## src/breaker_defs.svh

```systemverilog
// offsets, field layouts, reset values and timing counts of the breaker supervision monitor
`ifndef BREAKER_DEFS_SVH
`define BREAKER_DEFS_SVH
// register byte offsets
`define ADR_CTRL    8'h00
`define ADR_CLASS   8'h04
`define ADR_A_CFG   8'h08
`define ADR_B_CFG   8'h0c
`define ADR_QUAL    8'h10
`define ADR_STATUS  8'h14
`define ADR_MASK    8'h18
`define ADR_STATE   8'h1c
// writable field masks
`define CTRL_MASK   32'h0000_0007
`define CLASS_MASK  32'h0000_0077
`define A_CFG_MASK  32'h03ff_03ff
`define B_CFG_MASK  32'h01ff_000f
`define QUAL_MASK   32'h0000_3f3f
`define EVT_MASK    32'h0000_0007
// reset values
`define CTRL_RST    32'h0000_0001
`define CLASS_RST   32'h0000_0011
`define A_CFG_RST   32'h001e_001e
`define B_CFG_RST   32'h00c8_0005
`define QUAL_RST    32'h0000_0000
// field positions
`define CTRL_B_ON   0
`define CTRL_A_SELF 1
`define CTRL_B_SELF 2
`define CTRL_ACK    3
// qualifier codes
`define QUAL_ALWAYS 6'h00
`define QUAL_LOCK   6'h01
`define QUAL_FLAG0  6'h02
// timing
`define CLK_HZ      10000000
`define TICK_MS     10
`define TICKS_PER_S 100
`define CLOSED_S    5
`define MAX_ATTEMPT 4'ha
`endif

```

## src/breaker_pkg.sv

```systemverilog
// types shared by the breaker supervision monitor
package breaker_pkg;
    typedef struct packed {
        logic        cyc;
        logic        stb;
        logic        we;
        logic [7:0]  adr;
        logic [3:0]  sel;
        logic [31:0] dat;
    } wb_req_s;
    typedef struct packed {
        logic        ack;
        logic [31:0] dat;
    } wb_rsp_s;
    typedef enum logic [2:0] {
        CLASS_A = 3'h0, CLASS_B = 3'h1, CLASS_C = 3'h2, CLASS_D = 3'h3,
        CLASS_E = 3'h4, CLASS_F = 3'h5, CLASS_CONTROL = 3'h6
    } alarm_class_e;
    typedef enum logic [1:0] {
        OPEN_IDLE = 2'b00,
        OPEN_RUN  = 2'b01,
        OPEN_FAIL = 2'b10
    } open_state_e;
endpackage

```

## src/breaker_supervision_monitor.sv

```systemverilog
// supervision of breaker a unload and breaker b close/open with wishbone registers
// What this block does
// open breaker a when power below trip level
// power stays high past delay: open, alarm
// each alarm carries a selectable alarm class
// self acknowledge clears alarm when fault gone
// latched alarm cleared by manual or external acknowledge
// qualifier always evaluates fault continuously
// qualifier lock evaluates only while lock inactive
// qualifier flag evaluates only while flag true
// breaker b supervision off suppresses both alarms
// count closing attempts, limit one to ten; the limit field takes 0 to 15 and the counter stops at ten
// attempt limit reached while open: close failure
// clear attempt counter after five seconds closed
// feedback de-energized closed, energized open
// open timer expires without feedback: open failure
// open failure shows message and command variable
// open failure uses breaker b alarm class
// timers run on tick, restart when removed
`timescale 1ns/1ps
`include "breaker_defs.svh"
module breaker_supervision_monitor #(
    parameter int TICK_CYCLES = `CLK_HZ / 1000 * `TICK_MS
) (
    // clock and reset
    input  wire logic                   clk_i,
    input  wire logic                   rst_i,
    // register bus
    input  wire breaker_pkg::wb_req_s   wb_i,
    output breaker_pkg::wb_rsp_s        wb_o,
    // system a power and unload sequence
    input  wire logic [9:0]             power_pct_i,
    input  wire logic                   a_unload_i,
    output logic                        breaker_a_open_o,
    // breaker b close and open sequence
    input  wire logic                   close_cmd_i,
    input  wire logic                   open_seq_i,
    input  wire logic                   breaker_b_feedback_i,
    output logic                        breaker_b_close_relay_o,
    // qualifiers and acknowledge
    input  wire logic                   lock_mon_i,
    input  wire logic [31:0]            logic_flag_n_i,
    input  wire logic                   ext_ack_i,
    // alarms, command variables and classes
    output logic                        a_unload_mismatch_msg_o,
    output logic                        b_close_failure_msg_o,
    output logic                        b_open_failure_msg_o,
    output breaker_pkg::alarm_class_e   a_class_o,
    output breaker_pkg::alarm_class_e   b_class_o,
    output logic                        irq_o
);
    import breaker_pkg::*;

    localparam logic [16:0] TICK_LAST = 17'(TICK_CYCLES - 1);
    localparam logic [9:0]  CLOSED_TICKS = 10'(`CLOSED_S * `TICKS_PER_S);

    // register file and state
    logic [31:0] ctrl_reg, class_reg, acfg_reg, bcfg_reg, qual_reg;
    logic [2:0]  status_reg, mask_reg, alarm_reg, cond_d_reg;
    logic        ack_reg;
    logic [31:0] rdat_reg;
    logic [16:0] tick_cnt_reg;
    logic        tick_reg;
    logic [1:0]  fb_sync_reg, ack_sync_reg;
    logic [16:0] a_tmr_reg;
    logic [3:0]  att_cnt_reg;
    logic        close_d_reg;
    logic [9:0]  closed_tmr_reg;
    logic [8:0]  open_tmr_reg;
    open_state_e open_state_reg, open_state_next;
    logic        a_open_reg, relay_reg, irq_reg;

    // a request still standing in its ack cycle is not taken twice:
    // the master only drops cyc/stb after it has seen ack, so the
    // slave masks the request with its own ack for that one cycle
    // bus decode
    wire         req      = wb_i.cyc & wb_i.stb & ~ack_reg;
    wire         wr       = req & wb_i.we;
    wire [31:0]  bmask    = {{8{wb_i.sel[3]}}, {8{wb_i.sel[2]}}, {8{wb_i.sel[1]}}, {8{wb_i.sel[0]}}};
    wire [31:0]  wdat     = wb_i.dat & bmask;
    wire         wr_ctrl  = wr & (wb_i.adr == `ADR_CTRL);
    wire         wr_class = wr & (wb_i.adr == `ADR_CLASS);
    wire         wr_acfg  = wr & (wb_i.adr == `ADR_A_CFG);
    wire         wr_bcfg  = wr & (wb_i.adr == `ADR_B_CFG);
    wire         wr_qual  = wr & (wb_i.adr == `ADR_QUAL);
    wire         wr_stat  = wr & (wb_i.adr == `ADR_STATUS);
    wire         wr_mask  = wr & (wb_i.adr == `ADR_MASK);

    // configuration fields
    wire         b_on     = ctrl_reg[`CTRL_B_ON];
    wire [2:0]   self_ack = {ctrl_reg[`CTRL_B_SELF], ctrl_reg[`CTRL_B_SELF], ctrl_reg[`CTRL_A_SELF]};
    wire [9:0]   trip_lvl = acfg_reg[9:0];
    wire [16:0]  a_dly    = 17'(acfg_reg[25:16] * `TICKS_PER_S);
    wire [3:0]   att_lim  = bcfg_reg[3:0];
    wire [8:0]   open_lim = bcfg_reg[24:16];
    wire [5:0]   a_qual   = qual_reg[5:0];
    wire [5:0]   b_qual   = qual_reg[13:8];
    wire         fb       = fb_sync_reg[1];

    // monitoring qualifier: always, not locked, or selected flag
    function automatic logic qual_ok(input logic [5:0] q, input logic lock, input logic [31:0] fl);
        logic [5:0] idx;
        idx = q - `QUAL_FLAG0;
        if (q == `QUAL_ALWAYS)
            qual_ok = 1'b1;
        else if (q == `QUAL_LOCK)
            qual_ok = ~lock;
        else
            qual_ok = (idx < 6'h20) ? fl[idx[4:0]] : 1'b0;
    endfunction

    wire         a_en     = qual_ok(a_qual, lock_mon_i, logic_flag_n_i);
    wire         b_en     = b_on & qual_ok(b_qual, lock_mon_i, logic_flag_n_i);

    // breaker a unload supervision
    wire         pow_high = power_pct_i >= trip_lvl;
    wire         a_run    = a_unload_i & pow_high;
    wire         a_exp    = a_run & (a_tmr_reg >= a_dly);
    wire         a_open_n = a_unload_i & (~pow_high | a_exp);

    // each rising edge of the close command while b_en is high is one attempt; the counter
    // saturates at MAX_ATTEMPT (ten) so it can never wrap to 0
    // and hide a failure from the limit compare
    // breaker b closing attempts
    wire         close_rise = close_cmd_i & ~close_d_reg;
    wire         closed_long = closed_tmr_reg >= CLOSED_TICKS;
    wire [3:0]   att_next = closed_long ? 4'h0
                          : (close_rise & b_en & att_cnt_reg < `MAX_ATTEMPT) ? att_cnt_reg + 4'h1
                          : att_cnt_reg;

    // alarms and status fire on the rising edge of a condition, so a
    // condition that stays true after an acknowledge does not re-arm;
    // a set and a clear in the same cycle leave the bit set
    // fault conditions and alarm latches
    wire [2:0]   cond;
    assign cond[0] = a_en & a_exp;
    assign cond[1] = b_en & (att_cnt_reg >= att_lim) & fb;
    assign cond[2] = b_en & (open_state_reg == OPEN_FAIL);
    wire [2:0]   set      = cond & ~cond_d_reg;
    wire         sw_ack   = wr_ctrl & wdat[`CTRL_ACK];
    wire         ack_all  = sw_ack | ack_sync_reg[1];
    wire [2:0]   clr      = {3{ack_all}} | (self_ack & ~cond);
    wire [2:0]   alarm_next = set | (alarm_reg & ~clr);
    wire [2:0]   status_next = set | (status_reg & ~(wr_stat ? wdat[2:0] : 3'h0));

    // open monitoring state machine
    always_comb begin
        open_state_next = open_state_reg;
        case (open_state_reg)
            OPEN_IDLE: begin
                if (open_seq_i & b_en & ~fb)
                    open_state_next = OPEN_RUN;
            end
            OPEN_RUN: begin
                if (~open_seq_i | ~b_en | fb)
                    open_state_next = OPEN_IDLE;
                else if (open_tmr_reg >= open_lim)
                    open_state_next = OPEN_FAIL;
            end
            OPEN_FAIL: begin
                if (fb | ~b_en)
                    open_state_next = OPEN_IDLE;
            end
            default: open_state_next = OPEN_IDLE;
        endcase
    end

    // read data selection
    wire [31:0]  rd_mux =
        (wb_i.adr == `ADR_CTRL)   ? ctrl_reg :
        (wb_i.adr == `ADR_CLASS)  ? class_reg :
        (wb_i.adr == `ADR_A_CFG)  ? acfg_reg :
        (wb_i.adr == `ADR_B_CFG)  ? bcfg_reg :
        (wb_i.adr == `ADR_QUAL)   ? qual_reg :
        (wb_i.adr == `ADR_STATUS) ? {29'h0, status_reg} :
        (wb_i.adr == `ADR_MASK)   ? {29'h0, mask_reg} :
        (wb_i.adr == `ADR_STATE)  ? {18'h0, open_state_reg, 4'h0, att_cnt_reg, 1'b0, alarm_reg} :
        32'h0;

    // bus slave: ack one cycle after the request
    always_ff @(posedge clk_i) begin
        if (rst_i) begin
            ack_reg  <= 1'b0;
            rdat_reg <= 32'h0;
        end else begin
            ack_reg  <= req;
            rdat_reg <= req ? rd_mux : 32'h0;
        end
    end

    // configuration registers
    always_ff @(posedge clk_i) begin
        if (rst_i) begin
            ctrl_reg  <= `CTRL_RST;
            class_reg <= `CLASS_RST;
            acfg_reg  <= `A_CFG_RST;
            bcfg_reg  <= `B_CFG_RST;
            qual_reg  <= `QUAL_RST;
            mask_reg  <= 3'h0;
        end else begin
            if (wr_ctrl)
                ctrl_reg <= ((ctrl_reg & ~bmask) | wdat) & `CTRL_MASK;
            if (wr_class)
                class_reg <= ((class_reg & ~bmask) | wdat) & `CLASS_MASK;
            if (wr_acfg)
                acfg_reg <= ((acfg_reg & ~bmask) | wdat) & `A_CFG_MASK;
            if (wr_bcfg)
                bcfg_reg <= ((bcfg_reg & ~bmask) | wdat) & `B_CFG_MASK;
            if (wr_qual)
                qual_reg <= ((qual_reg & ~bmask) | wdat) & `QUAL_MASK;
            if (wr_mask)
                mask_reg <= wdat[2:0];
        end
    end

    // feedback contact and external acknowledge come from pins; only
    // the second flop of each pair is read by the logic
    // input synchronisers
    always_ff @(posedge clk_i) begin
        if (rst_i) begin
            fb_sync_reg  <= 2'b00;
            ack_sync_reg <= 2'b00;
        end else begin
            fb_sync_reg  <= {fb_sync_reg[0], breaker_b_feedback_i};
            ack_sync_reg <= {ack_sync_reg[0], ext_ack_i};
        end
    end

    // ten millisecond tick
    always_ff @(posedge clk_i) begin
        if (rst_i) begin
            tick_cnt_reg <= 17'h0;
            tick_reg     <= 1'b0;
        end else begin
            tick_reg     <= (tick_cnt_reg == TICK_LAST);
            tick_cnt_reg <= (tick_cnt_reg == TICK_LAST) ? 17'h0 : tick_cnt_reg + 17'h1;
        end
    end

    // every timer clears as soon as its start condition goes away; the
    // unload and closed timers hold at their end value, the open timer is
    // cleared once the state leaves OPEN_RUN; the unload timer is not gated by the
    // qualifier, so a fault held through a lock fires once it is lifted
    // second based timers
    always_ff @(posedge clk_i) begin
        if (rst_i) begin
            a_tmr_reg      <= 17'h0;
            closed_tmr_reg <= 10'h0;
            open_tmr_reg   <= 9'h0;
        end else begin
            if (~a_run)
                a_tmr_reg <= 17'h0;
            else if (tick_reg & ~a_exp)
                a_tmr_reg <= a_tmr_reg + 17'h1;
            if (fb)
                closed_tmr_reg <= 10'h0;
            else if (tick_reg & ~closed_long)
                closed_tmr_reg <= closed_tmr_reg + 10'h1;
            if (open_state_reg != OPEN_RUN)
                open_tmr_reg <= 9'h0;
            else if (tick_reg)
                open_tmr_reg <= open_tmr_reg + 9'h1;
        end
    end

    // attempt counter, alarms and state
    always_ff @(posedge clk_i) begin
        if (rst_i) begin
            att_cnt_reg    <= 4'h0;
            close_d_reg    <= 1'b0;
            open_state_reg <= OPEN_IDLE;
            cond_d_reg     <= 3'h0;
            alarm_reg      <= 3'h0;
            status_reg     <= 3'h0;
        end else begin
            att_cnt_reg    <= att_next;
            close_d_reg    <= close_cmd_i;
            open_state_reg <= open_state_next;
            cond_d_reg     <= cond;
            alarm_reg      <= alarm_next;
            status_reg     <= status_next;
        end
    end

    // registered outputs
    always_ff @(posedge clk_i) begin
        if (rst_i) begin
            a_open_reg <= 1'b0;
            relay_reg  <= 1'b0;
            irq_reg    <= 1'b0;
        end else begin
            a_open_reg <= a_open_n;
            relay_reg  <= close_cmd_i;
            irq_reg    <= |(status_next & mask_reg);
        end
    end

    assign wb_o.ack                = ack_reg;
    assign wb_o.dat                = rdat_reg;
    assign breaker_a_open_o        = a_open_reg;
    assign breaker_b_close_relay_o = relay_reg;
    assign a_unload_mismatch_msg_o = alarm_reg[0];
    assign b_close_failure_msg_o   = alarm_reg[1];
    assign b_open_failure_msg_o    = alarm_reg[2];
    assign a_class_o               = alarm_class_e'(class_reg[2:0]);
    assign b_class_o               = alarm_class_e'(class_reg[6:4]);
    assign irq_o                   = irq_reg;
endmodule

```

## config.mk

```make
export PLATFORM = sky130hd
export DESIGN_NAME = breaker_supervision_monitor
export DESIGN_NICKNAME = d
export VERILOG_FILES = /design/src/breaker_pkg.sv /design/src/breaker_supervision_monitor.sv
export VERILOG_INCLUDE_DIRS = /design/src
export SDC_FILE = /design/constraint.sdc
export NUM_CORES = 1
export LEC_CHECK = 0
export ABC_CLOCK_PERIOD_IN_PS = 5000
export BUFFER_PORTS_ARGS = -buffer_cell sky130_fd_sc_hd__buf_4
export CAP_MARGIN = 0
export CORE_MARGIN = 2
export CORE_UTILIZATION = 52
export CTS_CLUSTER_DIAMETER = 100
export DETAILED_ROUTE_END_ITERATION = 10
export PLACE_DENSITY_LB_ADDON = 0.3
export SLEW_MARGIN = 10
export SYNTH_ARGS = -nofsm -noshare
export SYNTH_HDL_FRONTEND = slang
export SYNTH_SLANG_ARGS = --single-unit
```

## constraint.sdc

```tcl
create_clock -name clk_i -period 5 [get_ports clk_i]
set_clock_uncertainty 0.05 [all_clocks]
set_input_delay 0 -clock clk_i [delete_from_list [all_inputs] [get_ports clk_i]]
set_output_delay 0 -clock clk_i [all_outputs]
set_load 0.005 [all_outputs]
```

==> flow_metrics.py <==
metrics = {
    "run_status": {
        "status": "finished, final reports clean",
    },
    "drt": {
        "routedWlPerCell_um": 16.3,
        "via_per_inst": 5.67,
        "routed_wirelength_mm": 22.9,
        "firstDrtPassIters": 6,
        "dr_total_vias": 7960,
        "ant_nets": 0,
        "drc": 0,
        "drt-initial-drc-count": 547,
    },
    "grt": {
        "grt_pass1_vias": 7337,
        "grt_max_degree": 85,
        "grt_pass1_wl_mm": 36.0,
        "antenna_found_initial": 0,
        "grt-ovfl-total": 0,
        "grt_use_total_pct": 24.9,
    },
    "yosys": {
        "yosysTopAreaCellShare_pct": 35.4,
        "syn_inst": 1005,
        "netlist_area_mm2": 0.00894,
        "synthDistinctLibCells": 64,
        "synth_top_family_by_area": "simple AND/OR/NAND/NOR gates",
        "ys_async_sr_fraction_pct": 0,
        "synth_flop_cell": "dfxtp_1",
        "synth_seq_cells": 158,
        "yosysWarnings": 0,
        "synth_compound_area_share_pct": 13.2,
        "synth_area_leaders": "dfxtp_1 35%, ha_1 11%, mux2i_1 5.8%",
        "synth_mux_area_share_pct": 10.3,
        "synth_xor_area_share_pct": 3.92,
        "synth_simple_gate_area_share_pct": 18.9,
        "synth-adder-area-share_pct": 12.6,
        "synth-edff-count": 0,
        "synth.yosys.seq_area_share_pct": 35.4,
        "syn_avg_cell_area_um2": 8.89,
        "synth_area_leader_cell": "dfxtp_1",
    },
    "finish": {
        "fin_area_mm2": 0.0112,
        "mostFrequentLayoutCells": "156 x dfxtp_1, 146 x buf_4, 138 x nor2_1",
        "drive_gt1_share_pct": 18.9,
        "layout.nets": 1355,
        "final_common_cell": "dfxtp_1",
        "syn2layout_area_growth_pct": 24.9,
        "n_antenna_cell": 0,
        "fill_cells": 1326,
    },
    "pwr": {
        "power_leakage_nw": 4.77,
        "vdd_drop_max_v": 0.000241,
        "p_per_area_mw_per_mm2": 245,
        "finalPower_mw": 2.74,
    },
    "timing": {
        "setup_viol_count_final": 0,
        "timing.final.hold_violations": 0,
        "tns_ns": 0,
        "whs_ns": 0.0159,
        "worst_pin_slew_ns": 0.916,
        "max_freq_mhz": 202,
        "finalMaxSlewViolations": 0,
        "relSlewSlack_pct": 38.9,
        "post-route-period-util_pct": 98.8,
        "final.min_clock_period_ns": 4.94,
    },
    "worst_setup_path": {
        "startpoint_type": "flip-flop",
        "cp.required_ns": 5.33,
        "worstPathMaxFanout": 4,
        "r2r_cells": 21,
        "end_kind": "flip-flop",
        "endpoint": "irq_o",
        "worstReg2RegEnd": "irq_o",
        "worst-endpoint-arrival_ns": 5.27,
        "critPathKind": "reg -> reg",
        "reg2reg_slack_ns": 0.06,
    },
    "cts": {
        "htree_levels": 4,
        "clkTransAtPathRegs_ns": 0.07,
        "cts_tree": "done",
        "cts_buffer_depth": 2,
        "clk_latency_ns": 0.44,
        "cts.sinks": 158,
        "cts_buffers": 17,
        "cts-root-buf": "clkbuf_16",
    },
    "place": {
        "place_area_mm2": 0.0101,
        "port_buffers": 125,
        "hpwl_mm": 16.8,
        "place.gp.congestion": 0.911,
    },
    "floorplanning": {
        "num_rows": 47,
        "ios": 142,
        "fp.coreArea_mm2": 0.0167,
        "die-area_mm2": 0.0182,
        "start_util_pct": 53.5,
        "die-width_um": 135,
        "die_h_um": 135,
    },
    "hold_path": {
        "min_path_type": "in -> reg",
    },
    "job": {
        "drv_cap": 0,
    },
}
## worst max-delay path, cell delays in order (launching register included)
cell,delay (ns)
dfxtp_1,0.34
ha_1,0.31
ha_1,0.30
ha_1,0.31
ha_1,0.30
a21o_1,0.19
a21oi_2,0.17
o21ai_0,0.11
a21oi_1,0.28
o21ai_1,0.14
a2111oi_2,0.41
nor3_2,0.09
ha_1,0.32
nand4_1,0.13
nor3_1,0.16
o22a_1,0.22
o31ai_4,0.08
buf_4,0.15
buf_4,0.13
or4_1,0.43
o22ai_2,0.13
a221o_1,0.15
## cell type report
| cell class | instances | area, um^2 | share of cell area [%] |
|---|---|---|---|
| Inverter | 80 | 300 | 2.69 |
| Tap cell | 220 | 275 | 2.47 |
| Multi-Input combinational cell | 730 | 5370 | 48.1 |
| Clock inverter | 14 | 148 | 1.32 |
| Clock buffer | 18 | 429 | 3.84 |
| Timing Repair Buffer | 184 | 1470 | 13.2 |
| Sequential cell | 158 | 3170 | 28.4 |
## worst min-delay path by stage
| stage | startpoint | end | slack, ns | depth (start not counted) |
|---|---|---|---|---|
| final | wb_i[33] | flip-flop | 0.02 | 4 |
| after global routing | wb_i[33] | flip-flop | 0.02 | 4 |
| after CTS | wb_i[33] | flip-flop | 0.005 | 4 |
| after detailed placement | breaker_b_feedback_i | fb_sync_reg[0] | 0.17 | 2 |
| after global placement | breaker_b_feedback_i | fb_sync_reg[0] | 0.16 | 2 |
| after floorplan | wb_i[1] | flip-flop | 0.07 | 1 |
## stage by stage
step | utilization, % | setup slack (ns) | std cells
2_1_floorplan | - | 0.201 | 1012
3_3_place_gp | 60.4 | 0.0392 | 1329
3_5_place_dp | 60.4 | -0.101 | 1329
4_1_cts | 66.2 | 0.00787 | 1400
5_1_grt | 66.8 | -0.0964 | 1404
6_report | 66.8 | 0.0584 | 1404
## Yosys cell counts, types with 3 or more instances
master and instances:
or3_1 22, nor3_1 17, a211o_1 20, a222oi_1 3, a21oi_1 50, o21ai_0 35
buf_1 3, mux2i_1 52, nand4_1 17, o211ai_1 4, a21o_1 10, xnor2_1 15
o21a_1 5, or2_2 6, inv_1 80, mux4_2 16, or4_1 6, clkbuf_1 27
nand3b_1 7, nand2b_1 8, buf_4 11, o22ai_1 4, a221oi_1 3, ha_1 82
dfxtp_1 158, a31oi_1 6, and4_1 3, buf_2 3, and2_1 5, nor4_1 5
nand3_1 28, and3_1 14, nand2_1 50, xor2_1 25, fa_1 5, nor2_1 138
a22oi_1 13, nor2b_1 14
## layer usage
layer	global-route usage, %	vias up	wire, um
met1	31.6	3751	9960
li1	-	3861	-
met4	11.1	0	795
met5	0	-	0
met2	41.3	289	10700
met3	4.62	59	1470
## report_power, final
| part | internal [mW] | switching (mW) | leakage, nW |
|---|---|---|---|
| logic | 0.0954 | 0.0815 | 3.22 |
| registers | 1.26 | 0.00747 | 1.28 |
| clock network | 0.707 | 0.580 | 0.280 |
## cells by family (layout without fill, tap and decap cells)
logic type      after synthesis  after routing
other cells                   1              8
compound gates              178            178
simple gates                347            347
xor+xnor                     40             40
mux                          70             70
buf+inv                     124            296
flops                       158            158
fa+ha+maj                    87             87
## repair_timing
action | in CTS | in global routing
endpoints found under the hold margin | 74 | 0
hold buffers | 37 | 0
buffers inserted | 2 | 4
gates resized for setup | 3 | 24
setup endpoints to repair | 12 | 21
pin swaps | 4 | 12
Note: power is estimated with default switching activity, not from simulation.
